===== config.mk =====
export PLATFORM = sky130hd
export DESIGN_NAME = vhio_decode
export DESIGN_NICKNAME = d
export VERILOG_FILES = /design/src/logic/vhio_pkg.sv /design/src/logic/vhio_decode.sv
export SDC_FILE = /design/constraint.sdc
export NUM_CORES = 1
export LEC_CHECK = 0
export BUFFER_PORTS_ARGS = -buffer_cell sky130_fd_sc_hd__buf_2
export CAP_MARGIN = 10
export CORE_AREA = 2 2 93 95
export CTS_CLUSTER_SIZE = 12
export DETAILED_ROUTE_END_ITERATION = 7
export DIE_AREA = 0 0 95 97
export PLACE_DENSITY_LB_ADDON = 0.08
export SYNTH_ARGS = -nofsm -noshare
export SYNTH_HDL_FRONTEND = slang
export SYNTH_SLANG_ARGS = --single-unit

===== constraint.sdc =====
create_clock -name clock -period 2.95 [get_ports clock]
set_input_delay 0.1475 -clock clock [delete_from_list [all_inputs] [get_ports clock]]
set_output_delay 0.1475 -clock clock [all_outputs]
set_load 0.005 [all_outputs]

===== src/logic/vhio_pkg.sv =====
// Package of port addresses, field positions and carriers for the host I/O decode
package vhio_pkg;
  localparam logic [15:0] PORT_TIMING_IDX_MONO   = 16'h03b4;
  localparam logic [15:0] PORT_TIMING_DAT_MONO   = 16'h03b5;
  localparam logic [15:0] PORT_STATUS1_MONO      = 16'h03ba;
  localparam logic [15:0] PORT_ATTR_IDX_WR       = 16'h03c0;
  localparam logic [15:0] PORT_ATTR_RD           = 16'h03c1;
  localparam logic [15:0] PORT_OUTCTL_WR         = 16'h03c2;
  localparam logic [15:0] PORT_STATUS0_RD        = 16'h03c2;
  localparam logic [15:0] PORT_SUBSYS_EN         = 16'h03c3;
  localparam logic [15:0] PORT_MEMT_IDX          = 16'h03c4;
  localparam logic [15:0] PORT_MEMT_DAT          = 16'h03c5;
  localparam logic [15:0] PORT_PIXEL_MASK        = 16'h03c6;
  localparam logic [15:0] PORT_PAL_RD_IDX        = 16'h03c7;
  localparam logic [15:0] PORT_PAL_WR_IDX        = 16'h03c8;
  localparam logic [15:0] PORT_PAL_DATA          = 16'h03c9;
  localparam logic [15:0] PORT_FEATURE_RD        = 16'h03ca;
  localparam logic [15:0] PORT_OUTCTL_RD         = 16'h03cc;
  localparam logic [15:0] PORT_PIX_IDX           = 16'h03ce;
  localparam logic [15:0] PORT_PIX_DAT           = 16'h03cf;
  localparam logic [15:0] PORT_TIMING_IDX_COLOR  = 16'h03d4;
  localparam logic [15:0] PORT_TIMING_DAT_COLOR  = 16'h03d5;
  localparam logic [15:0] PORT_STATUS1_COLOR     = 16'h03da;
  localparam logic [15:0] PORT_EXT_IDX           = 16'h03de;
  localparam logic [15:0] PORT_EXT_DAT           = 16'h03df;
  // Field positions in output_control
  localparam int OC_COLOR_BIT   = 0;
  localparam int OC_MEMEN_BIT   = 1;
  localparam int OC_CLK_LO      = 2;
  localparam int OC_PAGE_BIT    = 5;
  localparam int OC_VSIZE_LO    = 6;
  // Field positions in status ports, subsystem enable and feature control
  localparam int ST0_IRQ_BIT    = 7;
  localparam int ST0_SWITCH_BIT = 4;
  localparam int ST1_VRT_BIT    = 3;
  localparam int ST1_RETR_BIT   = 0;
  localparam int SE_EN_BIT      = 0;
  localparam int FC_VSOR_BIT    = 3;
  // Extended index holding the third clock select bit, and its position
  localparam logic [7:0] EXT_CLK_IDX = 8'h00;
  localparam int EXT_CLK_BIT    = 0;
  localparam int TIMING_IDX_W   = 5;
  // Reset values
  localparam logic [7:0] OUTCTL_RST = 8'h00;
  localparam logic [7:0] SUBSYS_RST = 8'h01;
  localparam logic [7:0] BYTE_ZERO  = 8'h00;
  // Trap set: legacy ports with no direct equivalent (emulated by software)
  localparam logic [15:0] TRAP_PORT_A = 16'h03b8;
  localparam logic [15:0] TRAP_PORT_B = 16'h03d8;
  localparam logic [15:0] TRAP_PORT_C = 16'h03d9;

  typedef enum logic [1:0] {
    VHIO_VS_RSVD = 2'b00,
    VHIO_VS_400  = 2'b01,
    VHIO_VS_350  = 2'b10,
    VHIO_VS_480  = 2'b11
  } vhio_vsize_e;

  typedef enum logic [2:0] {
    VHIO_CK_IN0   = 3'b000,
    VHIO_CK_IN1   = 3'b001,
    VHIO_CK_EXT   = 3'b010,
    VHIO_CK_NONE  = 3'b011,
    VHIO_CK_IN1D2 = 3'b100,
    VHIO_CK_IN2D2 = 3'b101,
    VHIO_CK_IN2   = 3'b110,
    VHIO_CK_IN3   = 3'b111
  } vhio_clk_e;

  typedef struct packed {
    logic        rd;
    logic        wr;
    logic [15:0] addr;
    logic [7:0]  wdata;
  } vhio_req_s;

  typedef struct packed {
    vhio_vsize_e vsize;
    logic        high_page;
    vhio_clk_e   clk_sel;
    logic        mem_decode_en;
    logic        color_map;
  } vhio_ctl_s;
endpackage


===== src/logic/vhio_decode.sv =====
// Host I/O register decode and general control registers of the video controller
//
// Contract
// - Host moves one byte per addressed read/write.
// - Trapped legacy port access pulls NMI low.
// - Direction output follows read versus write.
// - Undocumented ports have no register effect.
// - Display data latches are readable by host.
// - Palette index read/write at separate ports.
// - Output control written one port, read another.
// - Bit 0 relocates timing ports, 3Bx/3Dx.
// - Bits 7:6 encode vertical size.
// - Bit 5 picks odd/even memory page.
// - Bits 3:2 plus extended bit pick clock.
// - Bit 1 gates host display memory decode.
// - Status bit 7 shows pending retrace interrupt.
// - Retrace interrupt is active-low open collector.
// - NMI output active low open collector.
// - Monitor detect shown in status bit 4.
// - Subsystem enable bit 0 gates all decode except its own port.
`timescale 1ns/1ps
module vhio_decode (
  input  wire logic               clock,
  input  wire logic               rst_n,
  input  wire vhio_pkg::vhio_req_s host_req,
  input  wire logic               vretrace,
  input  wire logic               hretrace,
  input  wire logic               retrace_clear,
  input  wire logic               monitor_switch,
  input  wire logic [7:0]         data_latch,
  input  wire logic [7:0]         attr_rd_data,
  input  wire logic [7:0]         unit_rd_data,
  input  wire logic [7:0]         palette_rd_data,
  input  wire logic [1:0]         diag_color,
  input  wire logic               nmi_ack,
  output logic [7:0]              host_rdata,
  output logic                    host_rvalid,
  output vhio_pkg::vhio_ctl_s     ctl,
  output logic                    retrace_irq_n,
  output logic                    retrace_irq_oe_n,
  output logic                    nmi_n,
  output logic                    nmi_oe_n,
  output logic                    xcvr_dir,
  output logic                    data_buffer_en_n,
  output logic                    palette_write_n,
  output logic                    palette_read_n,
  output logic [7:0]              palette_index_out,
  output logic                    unit_wr,
  output logic [15:0]             unit_addr,
  output logic [7:0]              unit_wdata,
  output logic                    vsync_or_display
);
  // Pin synchronisers
  logic [1:0] vr_sync_ff;
  logic [1:0] hr_sync_ff;
  logic [1:0] sw_sync_ff;
  logic       vr_last_ff;
  logic [7:0] outctl_ff;
  logic [7:0] subsys_ff;
  logic [7:0] feature_ff;
  logic [7:0] ext_idx_ff;
  logic       clk_sel2_ff;
  logic [7:0] pal_rd_idx_ff;
  logic [7:0] pal_wr_idx_ff;
  logic       irq_pend_ff;
  logic       nmi_ff;
  logic [7:0] nxt_rdata;
  logic       hit;
  logic       mono_hit;
  logic       color_hit;
  logic       trap_hit;
  logic       acc;
  logic       wr;
  logic       rd;
  logic [15:0] a;

  assign a   = host_req.addr;
  assign acc = host_req.rd | host_req.wr;
  assign wr  = host_req.wr & subsys_ff[vhio_pkg::SE_EN_BIT] | host_req.wr &
               (a == vhio_pkg::PORT_SUBSYS_EN);
  assign rd  = host_req.rd & (subsys_ff[vhio_pkg::SE_EN_BIT] |
               (a == vhio_pkg::PORT_SUBSYS_EN));
  assign mono_hit  = ~outctl_ff[vhio_pkg::OC_COLOR_BIT];
  assign color_hit = outctl_ff[vhio_pkg::OC_COLOR_BIT];
  assign trap_hit  = subsys_ff[vhio_pkg::SE_EN_BIT] &
                     (a == vhio_pkg::TRAP_PORT_A | a == vhio_pkg::TRAP_PORT_B |
                      a == vhio_pkg::TRAP_PORT_C);

  always_ff @(posedge clock) begin
    if (!rst_n) begin
      vr_sync_ff <= 2'h0;
      hr_sync_ff <= 2'h0;
      sw_sync_ff <= 2'h0;
    end else begin
      vr_sync_ff <= {vr_sync_ff[0], vretrace};
      hr_sync_ff <= {hr_sync_ff[0], hretrace};
      sw_sync_ff <= {sw_sync_ff[0], monitor_switch};
    end
  end

  // Control registers written by the host
  always_ff @(posedge clock) begin
    if (!rst_n) begin
      outctl_ff     <= vhio_pkg::OUTCTL_RST;
      subsys_ff     <= vhio_pkg::SUBSYS_RST;
      feature_ff    <= vhio_pkg::BYTE_ZERO;
      ext_idx_ff    <= vhio_pkg::BYTE_ZERO;
      clk_sel2_ff   <= 1'b0;
      pal_rd_idx_ff <= vhio_pkg::BYTE_ZERO;
      pal_wr_idx_ff <= vhio_pkg::BYTE_ZERO;
    end else if (wr) begin
      unique case (a)
        vhio_pkg::PORT_OUTCTL_WR: outctl_ff <= host_req.wdata;
        vhio_pkg::PORT_SUBSYS_EN: subsys_ff <= {7'h00, host_req.wdata[vhio_pkg::SE_EN_BIT]};
        vhio_pkg::PORT_STATUS1_MONO:
          if (mono_hit) feature_ff <= {4'h0, host_req.wdata[3:0]};
        vhio_pkg::PORT_STATUS1_COLOR:
          if (color_hit) feature_ff <= {4'h0, host_req.wdata[3:0]};
        vhio_pkg::PORT_EXT_IDX: ext_idx_ff <= host_req.wdata;
        vhio_pkg::PORT_EXT_DAT:
          if (ext_idx_ff == vhio_pkg::EXT_CLK_IDX) begin
            clk_sel2_ff <= host_req.wdata[vhio_pkg::EXT_CLK_BIT];
          end
        vhio_pkg::PORT_PAL_RD_IDX: pal_rd_idx_ff <= host_req.wdata;
        vhio_pkg::PORT_PAL_WR_IDX: pal_wr_idx_ff <= host_req.wdata;
        default: ;
      endcase
    end
  end

  // Decoded control outputs
  always_ff @(posedge clock) begin
    if (!rst_n) begin
      ctl <= '0;
      vsync_or_display <= 1'b0;
    end else begin
      ctl.color_map     <= outctl_ff[vhio_pkg::OC_COLOR_BIT];
      ctl.mem_decode_en <= outctl_ff[vhio_pkg::OC_MEMEN_BIT] &
                           subsys_ff[vhio_pkg::SE_EN_BIT];
      ctl.clk_sel       <= vhio_pkg::vhio_clk_e'({clk_sel2_ff,
                           outctl_ff[vhio_pkg::OC_CLK_LO +: 2]});
      ctl.high_page     <= outctl_ff[vhio_pkg::OC_PAGE_BIT];
      ctl.vsize         <= vhio_pkg::vhio_vsize_e'(outctl_ff[vhio_pkg::OC_VSIZE_LO +: 2]);
      vsync_or_display  <= feature_ff[vhio_pkg::FC_VSOR_BIT];
    end
  end

  // Pending retrace flag; a new retrace edge wins over a clear
  always_ff @(posedge clock) begin
    if (!rst_n) begin
      vr_last_ff  <= 1'b0;
      irq_pend_ff <= 1'b0;
    end else begin
      vr_last_ff <= vr_sync_ff[1];
      if (vr_sync_ff[1] & ~vr_last_ff) irq_pend_ff <= 1'b1;
      else if (retrace_clear) irq_pend_ff <= 1'b0;
    end
  end

  // Open-collector interrupt pins: output held low, enable low when pulling
  always_ff @(posedge clock) begin
    if (!rst_n) begin
      retrace_irq_n    <= 1'b1;
      retrace_irq_oe_n <= 1'b1;
      nmi_ff           <= 1'b0;
      nmi_n            <= 1'b1;
      nmi_oe_n         <= 1'b1;
    end else begin
      retrace_irq_n    <= 1'b0;
      retrace_irq_oe_n <= ~irq_pend_ff;
      if (acc & trap_hit) nmi_ff <= 1'b1;
      else if (nmi_ack) nmi_ff <= 1'b0;
      nmi_n    <= 1'b0;
      nmi_oe_n <= ~nmi_ff;
    end
  end

  // Read data mux
  always_comb begin
    nxt_rdata = vhio_pkg::BYTE_ZERO;
    hit       = 1'b1;
    unique case (a)
      vhio_pkg::PORT_STATUS0_RD: begin
        nxt_rdata[vhio_pkg::ST0_IRQ_BIT]    = irq_pend_ff;
        nxt_rdata[vhio_pkg::ST0_SWITCH_BIT] = sw_sync_ff[1];
      end
      vhio_pkg::PORT_OUTCTL_RD: nxt_rdata = outctl_ff;
      vhio_pkg::PORT_SUBSYS_EN: nxt_rdata = subsys_ff;
      vhio_pkg::PORT_FEATURE_RD: nxt_rdata = feature_ff;
      vhio_pkg::PORT_STATUS1_MONO, vhio_pkg::PORT_STATUS1_COLOR: begin
        hit = (a == vhio_pkg::PORT_STATUS1_COLOR) ? color_hit : mono_hit;
        nxt_rdata[5:4] = diag_color;
        nxt_rdata[vhio_pkg::ST1_VRT_BIT]  = vr_sync_ff[1];
        nxt_rdata[vhio_pkg::ST1_RETR_BIT] = vr_sync_ff[1] | hr_sync_ff[1];
      end
      vhio_pkg::PORT_PAL_WR_IDX: nxt_rdata = pal_wr_idx_ff;
      vhio_pkg::PORT_PAL_RD_IDX, vhio_pkg::PORT_PAL_DATA, vhio_pkg::PORT_PIXEL_MASK:
        nxt_rdata = palette_rd_data;
      vhio_pkg::PORT_EXT_IDX: nxt_rdata = ext_idx_ff;
      vhio_pkg::PORT_EXT_DAT:
        nxt_rdata = (ext_idx_ff == vhio_pkg::EXT_CLK_IDX) ? {7'h00, clk_sel2_ff} :
                    data_latch;
      vhio_pkg::PORT_ATTR_IDX_WR, vhio_pkg::PORT_ATTR_RD: nxt_rdata = attr_rd_data;
      vhio_pkg::PORT_MEMT_IDX, vhio_pkg::PORT_MEMT_DAT, vhio_pkg::PORT_PIX_IDX,
      vhio_pkg::PORT_PIX_DAT:
        nxt_rdata = unit_rd_data;
      vhio_pkg::PORT_TIMING_IDX_MONO, vhio_pkg::PORT_TIMING_DAT_MONO: begin
        hit = mono_hit;
        nxt_rdata = unit_rd_data;
      end
      vhio_pkg::PORT_TIMING_IDX_COLOR, vhio_pkg::PORT_TIMING_DAT_COLOR: begin
        hit = color_hit;
        nxt_rdata = unit_rd_data;
      end
      default: hit = 1'b0;
    endcase
  end

  // Host answer, transceiver steering and palette strobes
  always_ff @(posedge clock) begin
    if (!rst_n) begin
      host_rdata        <= vhio_pkg::BYTE_ZERO;
      host_rvalid       <= 1'b0;
      xcvr_dir          <= 1'b0;
      data_buffer_en_n  <= 1'b1;
      palette_write_n   <= 1'b1;
      palette_read_n    <= 1'b1;
      palette_index_out <= vhio_pkg::BYTE_ZERO;
    end else begin
      host_rvalid       <= rd;
      host_rdata        <= (rd & hit) ? nxt_rdata : vhio_pkg::BYTE_ZERO;
      xcvr_dir          <= host_req.rd;
      data_buffer_en_n  <= ~((rd & hit) | wr);
      palette_write_n   <= ~(wr & (a == vhio_pkg::PORT_PAL_DATA | a ==
                           vhio_pkg::PORT_PIXEL_MASK | a == vhio_pkg::PORT_PAL_WR_IDX |
                           a == vhio_pkg::PORT_PAL_RD_IDX));
      palette_read_n    <= ~(rd & (a == vhio_pkg::PORT_PAL_DATA | a ==
                           vhio_pkg::PORT_PIXEL_MASK | a == vhio_pkg::PORT_PAL_RD_IDX));
      palette_index_out <= pal_wr_idx_ff;
    end
  end

  // Forward writes for the sub-units whose index/data pairs live elsewhere
  always_ff @(posedge clock) begin
    if (!rst_n) begin
      unit_wr    <= 1'b0;
      unit_addr  <= 16'h0000;
      unit_wdata <= vhio_pkg::BYTE_ZERO;
    end else begin
      unit_wr    <= wr & ((a == vhio_pkg::PORT_TIMING_IDX_MONO |
                    a == vhio_pkg::PORT_TIMING_DAT_MONO) & mono_hit |
                    (a == vhio_pkg::PORT_TIMING_IDX_COLOR |
                    a == vhio_pkg::PORT_TIMING_DAT_COLOR) & color_hit |
                    a == vhio_pkg::PORT_MEMT_IDX | a == vhio_pkg::PORT_MEMT_DAT |
                    a == vhio_pkg::PORT_PIX_IDX | a == vhio_pkg::PORT_PIX_DAT |
                    a == vhio_pkg::PORT_ATTR_IDX_WR);
      unit_addr  <= a;
      unit_wdata <= host_req.wdata;
    end
  end
endmodule


==> results.ini <==
[power_and_ir_drop]
pwr-share-clk = 0.347
switchingPower_mw = 0.639
p_total_mw = 2.39
p_int_mw = 1.75
p_leak_nw = 2.26
ir_worst_vdd_v = 0.000336
swShare = 0.268
seqPwrFrac = 0.562
p_per_area_mw_per_mm2 = 470
pwr-share-comb = 0.091

[clock_tree]
clk_path_buf_depth = 2
clk_pin_slew_ns = 0.10
cts_root_buffer = clkbuf_8
cts_sinks = 97
cts_setup_buffers = 0
cts_made_buffers = 9
clk_latency_ns = 0.37
tritoncts = built
h-tree-depth = 3

[timing]
fin_crit_sh = 0.954
fmax_ghz = 0.355
fin_tns_setup_ns = 0
tightest_slew_ns = 0.762
slew_headroom = 0.492
rsz0062_at_grt = no
period_needed_ns = 2.81
final_max_slew_viol_count = 0
hold_ws_ns = 0.00811
finalSetupViolCount = 0
clock-skew-final_ns = 0.0103
hold_viol = 0

[drt]
drtIter0Drc = 241
drc = 0
finalWirelength_um = 12700
routedWlPerCell_um = 19.2
antenna_left = 0
firstDrtPassIters = 6
viasPerCell = 5.72
vias = 3765

[finish]
regArea_mm2 = 0.00194
postLayoutCoreUtil = 0.624
finish.net_count = 617
layout_common_cells = buf_2 (125), dfxtp_1 (97), and2_1 (38), nand2_1 (33), nor2_1 (27)
layout_commonest_cell = buf_2
multi_input_area_mm2 = 0.00197
instances_no_fill = 658
antenna_cells = 0
syn_to_final_growth_pct = 24.4
fill_cells = 750
drive_gt1_frac = 0.329

[setup_path]
path_delay_family = simple AND/OR/NAND/NOR gates
crit_chain = dlygate4sd3_1 > buf_2 > or4_4 > or3_1 > nor4_1 > ha_1 > a221oi_2 > buf_4 > a2bb2oi_1
timing.rr.start = ext_idx_ff[0]
crit_path_max_incr_delay_ns = 0.64
startpoint_type = primary input
worst_path_max_delay_cell = or4_4
startpoint = host_req[21]
end_kind = register
critical_path_class = in2reg
required_ns = 3.26
path_buf_inv = 3
crit_fanout = 11
arrival_ns = 3.12

[yosys]
synth-compound-area-share = 0.159
ys_async_sr_fraction = 0
syn_area_per_cell_um2 = 9.74
synthTopCellsByArea = dfxtp_1 (48%), and2_1 (5.8%), mux2_2 (3.3%), nand2_1 (3.0%), nor2_1 (2.5%)
synth-seq-cells = 97
netlist_instances = 419
yosys.area_share.simple = 0.259
yosysSeqAreaShare = 0.476
synth_ff_type = dfxtp_1
synth_mux_area_frac = 0.0604
synth_top_area_share = 0.476
synth_xor_area_frac = 0.00215
ys_types = 63
yosysWarningCount = 0
syn_nets = 487
synth_top_family_by_area = simple AND/OR/NAND/NOR gates
synth_area_mm2 = 0.00408
synthAdderAreaFrac = 0.00307
synth_largest_area_cell = dfxtp_1
synth-edff-count = 0

[floorplan]
ios = 126
core_mm2 = 0.00813
die_h_um = 97
dieWidth_um = 95
dieArea_mm2 = 0.00922
start_util = 0.502
num_rows = 33

[placement]
hpwl_um = 9410
dp.cells = 635
gp_congestion = 0.942
port_buffers = 125

[status]
status = finished, final reports clean

[global_routing]
overflow = 0
grt_usage = 0.277
grt_max_degree = 52
antenna_found_initial = 0
grt_pass1_wl_um = 19000
grt_pass1_vias = 3453

[hold_path]
min_path_type = in2reg
hp-start = host_req[18]

[run]
drv_cap = 0

==> Yosys cell counts, types with 4 or more instances <==
cell,instances
nand2_1,33
nand3_1,9
a211oi_1,7
and2_1,38
and4_1,4
dfxtp_1,97
mux2i_1,10
a22oi_1,4
mux2_2,12
a32o_1,4
o21ai_1,6
o21ai_0,10
a221oi_1,5
nor2b_1,4
nand4_1,6
a22o_1,10
nor2_1,27
nand2b_1,4
inv_1,14
nor4bb_1,4
nor3_1,5
clkbuf_1,18
nor4_1,7
a21oi_1,11
==> flip-flops by register name, indices dropped and copies added, names as in the netlist, 2 cells and up <==
| name | flops |
|---|---|
| sw_sync_ff | 2 |
| host_rdata | 8 |
| hr_sync_ff | 2 |
| outctl_ff | 8 |
| unit_addr | 16 |
| ctl | 8 |
| unit_wdata | 8 |
| ext_idx_ff | 8 |
| vr_sync_ff | 2 |
| pal_wr_idx_ff | 8 |
| palette_index_out | 8 |
| feature_ff | 4 |
==> worst register-to-register path: cells and delay by family, from the launching register on <==
kind	cells	cell delay, ns
flip-flops	1	0.37
AO/OA/AOI/OAI	2	0.71
multiplexers	1	0.31
buffers and inverters	1	0.24
AND/OR/NAND/NOR	2	0.44
==> metal layers <==
metal	track usage	up-vias	routed length [µm]
met3	0.0428	19	931
met5	0	-	0
met4	0.0903	0	300
li1	-	1797	-
met1	0.384	1775	5570
met2	0.438	174	5850
==> logic make-up after synthesis <==
kind of cell / count (synthesis)
flops: 97
simple gates: 174
xor+xnor: 1
compound gates: 83
fa+ha+maj: 1
mux: 23
buf+inv: 40
==> timing repair <==
| action | 4_1_cts | 5_1_grt |
|---|---|---|
| hold buffers | 8 | 0 |
| gates resized for setup | 0 | 0 |
| endpoints found under the hold margin | 8 | 0 |
==> layout make-up <==
type / count / share of cell area
clock buffers: 9 / 0.0244
clock inverters: 6 / 0.0113
inverters: 14 / 0.0104
multi-input cells: 282 / 0.389
repair buffers: 145 / 0.157
well taps: 105 / 0.0259
flip-flops and latches: 97 / 0.383
==> path summary, 6_finish.rpt <==
| path | end | slack [ns] | cells past startpoint |
|---|---|---|---|
| max reg2reg | host_rdata[0] | 0.75 | 6 |
| max | data_buffer_en_n | 0.14 | 9 |
| min reg2reg | nmi_oe_n | 0.39 | 1 |
| min | unit_addr[10] | 0.008 | 2 |
==> through the flow <==
step	cell area (µm²)	worst slack [ns]
floorplan	4080	0.580
global placement	4810	0.350
detailed placement	4810	0.306
CTS	5080	0.152
global route	5080	0.0266
finish	5080	0.135
==> power by group through the flow <==
stage                     combinational (mW)  clock, mW  sequential [mW]
after floorplan                       0.0960          0             1.37
after global placement                 0.207          0             1.37
after detailed placement               0.207          0             1.37
after CTS                              0.215      0.848             1.34
after global routing                   0.235      0.900             1.34
final                                  0.217      0.829             1.34
Power figures use the tool's default switching activity.
